--- src/ewp_pkg.sv ---
// Constants shared by the status and write-protection logic
package ewp_pkg;

  // ****************************************
  // Command opcodes, sent MSB first
  // ****************************************
  localparam logic [7:0] LATCH_SET_CMD    = 8'h06;
  localparam logic [7:0] LATCH_CLEAR_CMD  = 8'h04;
  localparam logic [7:0] STATUS_READ_CMD  = 8'h05;
  localparam logic [7:0] STATUS_WRITE_CMD = 8'h01;

  // ****************************************
  // Status byte field positions
  // ****************************************
  localparam int unsigned STATUS_LOCK_POS  = 7;
  localparam int unsigned PROTECT_HI_POS   = 3;
  localparam int unsigned PROTECT_LO_POS   = 2;
  localparam int unsigned WRITE_LATCH_POS  = 1;
  localparam int unsigned WRITE_BUSY_POS   = 0;

  // ****************************************
  // Nonvolatile delivery state and volatile reset values
  // ****************************************
  localparam logic       STATUS_LOCK_INIT = 1'b0;
  localparam logic [1:0] PROTECT_INIT     = 2'h0;
  localparam logic       WRITE_LATCH_RST  = 1'b0;
  localparam logic       WRITE_BUSY_RST   = 1'b0;

  // ****************************************
  // Array geometry and protected region bases
  // ****************************************
  localparam int unsigned ADDR_W        = 18;
  localparam logic [17:0] QUARTER_BASE  = 18'h30000;
  localparam logic [17:0] HALF_BASE     = 18'h20000;
  localparam logic [17:0] WHOLE_BASE    = 18'h00000;

  // ****************************************
  // Timing
  // ****************************************
  localparam int unsigned CLOCK_MHZ          = 25;
  localparam int unsigned SYNC_STAGES        = 2;
  localparam int unsigned SELF_TIMED_WRITE_TIME_US = 10000;

  // ****************************************
  // Protocol states, one-hot
  // ****************************************
  typedef enum logic [4:0] {
    ST_IDLE   = 5'h01,
    ST_CMD    = 5'h02,
    ST_STATUS_READ_CMD   = 5'h04,
    ST_WDATA  = 5'h08,
    ST_IGNORE = 5'h10
  } ewp_state_t;

endpackage

--- src/ewp_status_protect.sv ---
// Status register, write latch and protection logic of a serial memory slave
`timescale 1ns/1ps
module ewp_status_protect
  import ewp_pkg::*;
#(
  parameter int unsigned WRITE_TIME_US = SELF_TIMED_WRITE_TIME_US,
  parameter int unsigned CLK_MHZ       = CLOCK_MHZ
)
(
  // Clock and reset
  input  wire logic              clock_in,
  input  wire logic              rst_in,
  // Serial link pins
  input  wire logic              sel_n_in,
  input  wire logic              sclk_in,
  input  wire logic              din_in,
  output logic                   dout_out,
  output logic                   dout_oe_out,
  // Write protect pin
  input  wire logic              write_prot_n_in,
  // Array write requests from the array logic
  input  wire logic              array_wr_req_in,
  input  wire logic [ADDR_W-1:0] array_wr_addr_in,
  output logic                   array_wr_accept_out,
  output logic                   array_wr_reject_out,
  // Observed state
  output logic [7:0]             protection_status_out,
  output logic                   hardware_lock_mode_out,
  output logic                   software_lock_mode_out
);

  // ****************************************
  // Timing and elaboration check
  // ****************************************
  localparam int unsigned WRITE_CYCLES = WRITE_TIME_US * CLK_MHZ;
  localparam int unsigned TIMER_W      = $clog2(WRITE_CYCLES + 1);

  if (WRITE_CYCLES < 1) begin : g_bad_time
    $error("Self-timed write must last at least one cycle");
  end

  // ****************************************
  // Helper functions
  // ****************************************
  function automatic logic addr_protected(input logic [1:0] bp, input logic [ADDR_W-1:0] addr);
    logic res;
    res = 1'b0;
    case (bp)
      2'h1:    res = (addr >= QUARTER_BASE);
      2'h2:    res = (addr >= HALF_BASE);
      2'h3:    res = (addr >= WHOLE_BASE);
      default: res = 1'b0;
    endcase
    return res;
  endfunction

  function automatic logic [7:0] status_byte(input logic lock, input logic [1:0] bp,
                                             input logic latch, input logic busy);
    logic [7:0] b;
    b = 8'h00;
    b[STATUS_LOCK_POS] = lock;
    b[PROTECT_HI_POS]  = bp[1];
    b[PROTECT_LO_POS]  = bp[0];
    b[WRITE_LATCH_POS] = latch;
    b[WRITE_BUSY_POS]  = busy;
    return b;
  endfunction

  // ****************************************
  // Synchronised pins
  // ****************************************
  logic sel_n_s;
  logic sel_rise;
  logic sel_fall;
  logic sclk_rise;
  logic sclk_fall;
  logic din_s;
  logic wp_n_s;

  ewp_sync u_sync (
    .clock_in      (clock_in),
    .rst_in        (rst_in),
    .sel_n_in      (sel_n_in),
    .sclk_in       (sclk_in),
    .din_in        (din_in),
    .wp_n_in       (write_prot_n_in),
    .sel_n_out     (sel_n_s),
    .sel_rise_out  (sel_rise),
    .sel_fall_out  (sel_fall),
    .sclk_rise_out (sclk_rise),
    .sclk_fall_out (sclk_fall),
    .din_out       (din_s),
    .wp_n_out      (wp_n_s)
  );

  // ****************************************
  // Core state declarations
  // ****************************************
  logic               latch_reg;
  logic               latch_next;
  logic               busy_reg;
  logic               busy_next;
  logic [TIMER_W-1:0] timer_reg;
  logic [TIMER_W-1:0] timer_next;
  logic               sw_cycle_reg;
  logic               sw_cycle_next;
  logic [2:0]         nv_new_reg;
  logic [2:0]         nv_new_next;
  logic               acc_reg;
  logic               acc_next;
  logic               rej_reg;
  logic               rej_next;
  logic               lock_reg = STATUS_LOCK_INIT;
  logic               lock_next;
  logic [1:0]         bp_reg = PROTECT_INIT;
  logic [1:0]         bp_next;
  logic               hw_lock;
  logic [7:0]         status_now;

  assign hw_lock    = lock_reg & ~wp_n_s;
  assign status_now = status_byte(lock_reg, bp_reg, latch_reg, busy_reg);

  // ****************************************
  // Protocol state declarations
  // ****************************************
  ewp_state_t state_reg;
  ewp_state_t state_next;
  logic [2:0] bit_cnt_reg;
  logic [2:0] bit_cnt_next;
  logic [7:0] in_sr_reg;
  logic [7:0] in_sr_next;
  logic [7:0] data_reg;
  logic [7:0] data_next;
  logic       full_reg;
  logic       full_next;
  logic       bad_reg;
  logic       bad_next;
  logic       pend_set_reg;
  logic       pend_set_next;
  logic       pend_clr_reg;
  logic       pend_clr_next;
  logic [2:0] out_cnt_reg;
  logic [2:0] out_cnt_next;
  logic [7:0] snap_reg;
  logic [7:0] snap_next;
  logic       dout_reg;
  logic       dout_next;
  logic       oe_reg;
  logic       oe_next;
  logic       latch_set_cmd_go;
  logic       latch_clear_cmd_go;
  logic       status_write_cmd_go;
  logic [7:0] byte_in;

  // ****************************************
  // Serial protocol next state
  // ****************************************
  always_comb begin
    state_next    = state_reg;
    bit_cnt_next  = bit_cnt_reg;
    in_sr_next    = in_sr_reg;
    data_next     = data_reg;
    full_next     = full_reg;
    bad_next      = bad_reg;
    pend_set_next = pend_set_reg;
    pend_clr_next = pend_clr_reg;
    out_cnt_next  = out_cnt_reg;
    snap_next     = snap_reg;
    dout_next     = dout_reg;
    oe_next       = oe_reg;
    latch_set_cmd_go       = 1'b0;
    latch_clear_cmd_go       = 1'b0;
    status_write_cmd_go       = 1'b0;
    byte_in       = {in_sr_reg[6:0], din_s};
    if (sel_rise) begin
      latch_set_cmd_go   = (state_reg == ST_IGNORE) && pend_set_reg;
      latch_clear_cmd_go   = (state_reg == ST_IGNORE) && pend_clr_reg;
      status_write_cmd_go   = (state_reg == ST_WDATA) && full_reg && !bad_reg;
      state_next = ST_IDLE;
      oe_next    = 1'b0;
    end else if (sel_fall) begin
      state_next    = ST_CMD;
      bit_cnt_next  = 3'h0;
      full_next     = 1'b0;
      bad_next      = 1'b0;
      pend_set_next = 1'b0;
      pend_clr_next = 1'b0;
      out_cnt_next  = 3'h0;
    end else if (!sel_n_s) begin
      case (state_reg)
        ST_CMD: begin
          if (sclk_rise) begin
            in_sr_next   = byte_in;
            bit_cnt_next = bit_cnt_reg + 3'h1;
            if (bit_cnt_reg == 3'h7) begin
              case (byte_in)
                LATCH_SET_CMD: begin
                  pend_set_next = 1'b1;
                  state_next    = ST_IGNORE;
                end
                LATCH_CLEAR_CMD: begin
                  pend_clr_next = 1'b1;
                  state_next    = ST_IGNORE;
                end
                STATUS_READ_CMD: begin
                  state_next = ST_STATUS_READ_CMD;
                end
                STATUS_WRITE_CMD: begin
                  state_next = ST_WDATA;
                end
                default: begin
                  state_next = ST_IGNORE;
                end
              endcase
            end
          end
        end
        ST_STATUS_READ_CMD: begin
          if (sclk_fall) begin
            oe_next      = 1'b1;
            out_cnt_next = out_cnt_reg + 3'h1;
            if (out_cnt_reg == 3'h0) begin
              snap_next = status_now;
              dout_next = status_now[7];
            end else begin
              dout_next = snap_reg[3'h7 - out_cnt_reg];
            end
          end
        end
        ST_WDATA: begin
          if (sclk_rise) begin
            if (full_reg) begin
              bad_next = 1'b1;
            end else begin
              in_sr_next   = byte_in;
              bit_cnt_next = bit_cnt_reg + 3'h1;
              if (bit_cnt_reg == 3'h7) begin
                data_next = byte_in;
                full_next = 1'b1;
              end
            end
          end
        end
        ST_IGNORE: begin
        end
        default: begin
          state_next = ST_IDLE;
        end
      endcase
    end
  end

  always_ff @(posedge clock_in) begin
    if (rst_in) begin
      state_reg    <= ST_IDLE;
      bit_cnt_reg  <= 3'h0;
      in_sr_reg    <= 8'h00;
      data_reg     <= 8'h00;
      full_reg     <= 1'b0;
      bad_reg      <= 1'b0;
      pend_set_reg <= 1'b0;
      pend_clr_reg <= 1'b0;
      out_cnt_reg  <= 3'h0;
      snap_reg     <= 8'h00;
      dout_reg     <= 1'b0;
      oe_reg       <= 1'b0;
    end else begin
      state_reg    <= state_next;
      bit_cnt_reg  <= bit_cnt_next;
      in_sr_reg    <= in_sr_next;
      data_reg     <= data_next;
      full_reg     <= full_next;
      bad_reg      <= bad_next;
      pend_set_reg <= pend_set_next;
      pend_clr_reg <= pend_clr_next;
      out_cnt_reg  <= out_cnt_next;
      snap_reg     <= snap_next;
      dout_reg     <= dout_next;
      oe_reg       <= oe_next;
    end
  end

  // ****************************************
  // Latch, busy cycle and nonvolatile bits next state
  // ****************************************
  logic status_write_cmd_ok;
  logic arr_ok;

  always_comb begin
    latch_next    = latch_reg;
    busy_next     = busy_reg;
    timer_next    = timer_reg;
    sw_cycle_next = sw_cycle_reg;
    nv_new_next   = nv_new_reg;
    lock_next     = lock_reg;
    bp_next       = bp_reg;
    acc_next      = 1'b0;
    rej_next      = 1'b0;
    status_write_cmd_ok = status_write_cmd_go && latch_reg && !busy_reg && !hw_lock;
    arr_ok  = array_wr_req_in && latch_reg && !busy_reg && !status_write_cmd_go
              && !addr_protected(bp_reg, array_wr_addr_in);
    if (busy_reg) begin
      if (timer_reg == '0) begin
        busy_next  = 1'b0;
        latch_next = 1'b0;
        if (sw_cycle_reg) begin
          lock_next = nv_new_reg[2];
          bp_next   = nv_new_reg[1:0];
        end
      end else begin
        timer_next = timer_reg - TIMER_W'(1);
      end
    end
    if (status_write_cmd_ok) begin
      busy_next     = 1'b1;
      timer_next    = TIMER_W'(WRITE_CYCLES - 1);
      sw_cycle_next = 1'b1;
      nv_new_next   = {data_reg[STATUS_LOCK_POS], data_reg[PROTECT_HI_POS],
                       data_reg[PROTECT_LO_POS]};
    end else if (arr_ok) begin
      busy_next     = 1'b1;
      timer_next    = TIMER_W'(WRITE_CYCLES - 1);
      sw_cycle_next = 1'b0;
    end
    if (array_wr_req_in) begin
      acc_next = arr_ok;
      rej_next = !arr_ok;
    end
    if (latch_set_cmd_go) begin
      latch_next = 1'b1;
    end else if (latch_clear_cmd_go) begin
      latch_next = 1'b0;
    end
  end

  always_ff @(posedge clock_in) begin
    if (rst_in) begin
      latch_reg    <= WRITE_LATCH_RST;
      busy_reg     <= WRITE_BUSY_RST;
      timer_reg    <= '0;
      sw_cycle_reg <= 1'b0;
      nv_new_reg   <= 3'h0;
      acc_reg      <= 1'b0;
      rej_reg      <= 1'b0;
    end else begin
      latch_reg    <= latch_next;
      busy_reg     <= busy_next;
      timer_reg    <= timer_next;
      sw_cycle_reg <= sw_cycle_next;
      nv_new_reg   <= nv_new_next;
      acc_reg      <= acc_next;
      rej_reg      <= rej_next;
    end
  end

  // Nonvolatile bits survive reset
  always_ff @(posedge clock_in) begin
    lock_reg <= lock_next;
    bp_reg   <= bp_next;
  end

  // ****************************************
  // Outputs
  // ****************************************
  assign dout_out               = dout_reg;
  assign dout_oe_out            = oe_reg;
  assign array_wr_accept_out    = acc_reg;
  assign array_wr_reject_out    = rej_reg;
  assign protection_status_out  = status_now;
  assign hardware_lock_mode_out = hw_lock;
  assign software_lock_mode_out = ~hw_lock;

endmodule

--- src/ewp_sync.sv ---
// Pin synchronisers and edge detection for the serial link
`timescale 1ns/1ps
module ewp_sync
  import ewp_pkg::*;
(
  // Clock and reset
  input  wire logic clock_in,
  input  wire logic rst_in,
  // Raw pins
  input  wire logic sel_n_in,
  input  wire logic sclk_in,
  input  wire logic din_in,
  input  wire logic wp_n_in,
  // Synchronised levels and edges
  output logic      sel_n_out,
  output logic      sel_rise_out,
  output logic      sel_fall_out,
  output logic      sclk_rise_out,
  output logic      sclk_fall_out,
  output logic      din_out,
  output logic      wp_n_out
);

  // ****************************************
  // Two-stage synchronisers plus history stage
  // ****************************************
  logic [3:0] meta_reg;
  logic [3:0] meta_next;
  logic [3:0] sync_reg;
  logic [3:0] sync_next;
  logic [1:0] hist_reg;
  logic [1:0] hist_next;

  always_comb begin
    meta_next = {wp_n_in, din_in, sclk_in, sel_n_in};
    sync_next = meta_reg;
    hist_next = sync_reg[1:0];
  end

  always_ff @(posedge clock_in) begin
    if (rst_in) begin
      meta_reg <= 4'h9;
      sync_reg <= 4'h9;
      hist_reg <= 2'h1;
    end else begin
      meta_reg <= meta_next;
      sync_reg <= sync_next;
      hist_reg <= hist_next;
    end
  end

  // ****************************************
  // Outputs
  // ****************************************
  assign sel_n_out     = sync_reg[0];
  assign sel_rise_out  = sync_reg[0] & ~hist_reg[0];
  assign sel_fall_out  = ~sync_reg[0] & hist_reg[0];
  assign sclk_rise_out = sync_reg[1] & ~hist_reg[1];
  assign sclk_fall_out = ~sync_reg[1] & hist_reg[1];
  assign din_out       = sync_reg[2];
  assign wp_n_out      = sync_reg[3];

endmodule

--- config.mk ---
export PLATFORM = sky130hd
export DESIGN_NAME = ewp_status_protect
export DESIGN_NICKNAME = d
export VERILOG_FILES = /design/src/ewp_pkg.sv /design/src/ewp_status_protect.sv /design/src/ewp_sync.sv
export SDC_FILE = /design/constraint.sdc
export NUM_CORES = 1
export LEC_CHECK = 0
export CORE_AREA = 4 4 86 88
export CTS_BUF_LIST = sky130_fd_sc_hd__clkbuf_4
export DETAILED_ROUTE_END_ITERATION = 10
export DIE_AREA = 0 0 90 92
export DONT_BUFFER_PORTS = 1
export PLACE_DENSITY = 0.74
export SLEW_MARGIN = 20
export SYNTH_ARGS = -nofsm -noshare
export SYNTH_HDL_FRONTEND = slang
export SYNTH_SLANG_ARGS = --single-unit
--- constraint.sdc ---
create_clock -name clock_in -period 2.8 [get_ports clock_in]
set_clock_uncertainty 0.15 [all_clocks]
set_input_delay 0.56 -clock clock_in [delete_from_list [all_inputs] [get_ports clock_in]]
set_output_delay 0.56 -clock clock_in [all_outputs]
set_load 0.03 [all_outputs]
==> impl_metrics.toml <==
[floorplan]
dieHeight_um = 92
io_pins = 39
rows = 30
die-area_sq_um = 8280
start_util = 0.489
die_x_um = 90
core_sq_um = 6640

[place]
dp_slack_ns = 0.240
placed_area_sq_um = 3280
port_buffers = 0
gp_congestion = 0.826
dp_hpwl_mm = 4.25

[setup_path]
cp_slowest_cell = "or4b_1"
crit_fanout = 9
setup.worst_path.end_class = "register"
critPathLaunchType = "register"
r2r-start = "timer_reg[13]"
arrival_ns = 2.77
cpPeakStageDelay_ns = 0.72
ff2ff_path_depth = 5
path_delay_family = "simple AND/OR/NAND/NOR gates"
critical_path_class = "reg -> reg"
ff2ff_setup_slack_ns = 0.22
r2r-end = "timer_reg[1]"
path_buf_inv = 0
required_ns = 2.99
crit_path_cell_trace = "or4_4, or4b_1, o21ai_4, mux2_1, a21oi_1"

[timing]
setup_viol = 0
rsz0062_at_grt = "false"
clock.fmax_ghz = 0.387
timing.final.crit_share = 0.923
slew_headroom = 0.563
finalCriticalPeriod_ns = 2.58
tns_ns = 0
slew_violations = 0
worst_pin_slew_ns = 0.646
hold_viol_final = 0
fin_ws_ns = 0.217

[hold_path]
min_to = "timer_reg[12]"
holdPathStages = 1
hp-start = "rst_in"
hp-class = "in -> reg"

[grt]
grt_use_met3 = 0.0443
grt_use_total = 0.154
grt_max_degree = 57
grt_overflow = 0
met1_usage = 0.198
grt_pass1_vias = 2281
grt_first_pass_wirelength_mm = 10.4
antenna_found_initial = 0
top_usage_layer = "met2"
grt_use_met2 = 0.242

[detailed_routing]
wl_per_cell_um = 14.3
vias = 2409
drt_wl_total_mm = 6.10
drc_errors = 0
viasPerCell = 5.65
drtPass1Iterations = 4
postRouteAntennaNets = 0
drtIter0Drc = 91

[cts]
worstSkewPairLatency_ns = 0.40
cts_tree = "done"
cts.sinks = 71
htreeDepth = 3
clockBufferDepth = 2
post_cts_buffers = 0
cts_buffers = 9
root_buffer = "clkbuf_4"
cts.clk_slew.worst_paths_ns = 0.11

[yosys]
syn_inst = 340
ys_seq_elements = 71
ys_warn_count = 0
async_reset_ff_frac = 0
synthesis.area_sq_um = 3250
dominantRegCellSynth = "dfxtp_1"
synth_cell_type_count = 64
synth-edff-count = 3
syn_avg_cell_area_sq_um = 9.55
ys_seq_area_frac = 0.447

[finish]
final_area_sq_um = 3430
n_antenna_cell = 0
fin_nets = 374
drive_gt1_frac = 0.130
fin_util = 0.516
syn_to_final_growth_pct = 5.55
final_common_cell = "dfxtp_1"
final_cell_mix = "dfxtp_1 (68), nor2_1 (43), mux2i_1 (21)"
largest_reg_flops = 18
n_fill_cell = 644

[power]
internal_power_w = 0.00132
powerDensity_nw_per_um2 = 499
power_frac_comb = 0.026
swShare = 0.227
power.leakage_nw = 1.41
ir_drop_v = 0.000269
p_seq_frac = 0.603
p_clk_frac = 0.370
power.switching_w = 0.000388

[run]
cap_violations = 0

[status]
outcome = "completed"
[cells in the mapped netlist, types with 5 or more instances]
cell      instances  area [sq um]
a31oi_1          10          62.6
o21ai_0           5          25.0
nand4_1           5          31.3
nor4_1            5          31.3
nand2_1          12          45.0
a21oi_1          17          85.1
xnor2_1           6          52.6
nand2b_1          5          31.3
clkbuf_1          9          33.8
mux2i_1          21           210
inv_1            11          41.3
or2_2             6          37.5
nor3_1           14          70.1
xor2_1            5          43.8
dfxtp_1          68          1360
nor2_1           43           161
buf_4             6          45.0
ha_1              8           100
nor2b_1           9          56.3
[kinds of logic (layout without fill, tap and decap cells)]
| group | Yosys count | in the layout | synth area share |
|---|---|---|---|
| xor gates and xnor gates | 11 | 11 | 0.0297 |
| AOI/OAI and AO/OA | 62 | 62 | 0.138 |
| DFF | 71 | 71 | 0.447 |
| muxes | 24 | 24 | 0.0786 |
| and+or+nand+nor | 131 | 131 | 0.220 |
| buffers and inverters | 32 | 36 | 0.0547 |
| other | 1 | 3 | 0.00116 |
| adders and majority gates | 8 | 8 | 0.0308 |
[through the flow]
step	total power, W	cells	hold WS (ns)
floorplan	0.00110	342	0.239
global placement	0.00110	410	0.241
detailed placement	0.00110	410	0.243
CTS	0.00173	426	0.0287
global route	0.00179	426	0.0184
finish	0.00171	426	0.0578
[worst max path at each step]
stage,slack [ns],cells after the start,start,end
after floorplan,0.50,6,timer_reg[13],timer_reg[1]
after global placement,0.27,5,timer_reg[13],timer_reg[1]
after detailed placement,0.24,5,timer_reg[8],timer_reg[1]
after CTS,0.20,5,timer_reg[8],timer_reg[1]
after global routing,0.13,5,timer_reg[13],timer_reg[1]
final,0.22,5,timer_reg[13],timer_reg[1]
[final cells by class]
type                            count  area, sq um  area share
Multi-Input combinational cell    239         1630       0.476
Sequential cell                    71         1450       0.424
Tap cell                           80          100      0.0292
Clock buffer                       10         75.1      0.0219
Timing Repair Buffer                9         67.6      0.0197
Clock inverter                      6         60.1      0.0175
Inverter                           11         41.3      0.0121
[layer usage]
metal	share of wire	wire [um]
met1	0.49	2990
met2	0.45	2720
met3	0.046	279
met4	0.016	100
met5	0	0
[what timing repair did]
item / CTS / global route
resized for setup: 0 / 1
endpoints found under the setup margin: 0 / 1
hold buffers: 0 / 0
[power by group through the flow]
stage,Sequential (W),Clock [W],Combinational (W)
final,0.00103,0.000633,0.0000452
after global routing,0.00103,0.000702,0.0000500
after CTS,0.00103,0.000652,0.0000452
after detailed placement,0.00105,0,0.0000451
after global placement,0.00105,0,0.0000442
after floorplan,0.00105,0,0.0000496
Note: power is estimated with default switching activity, not from simulation.
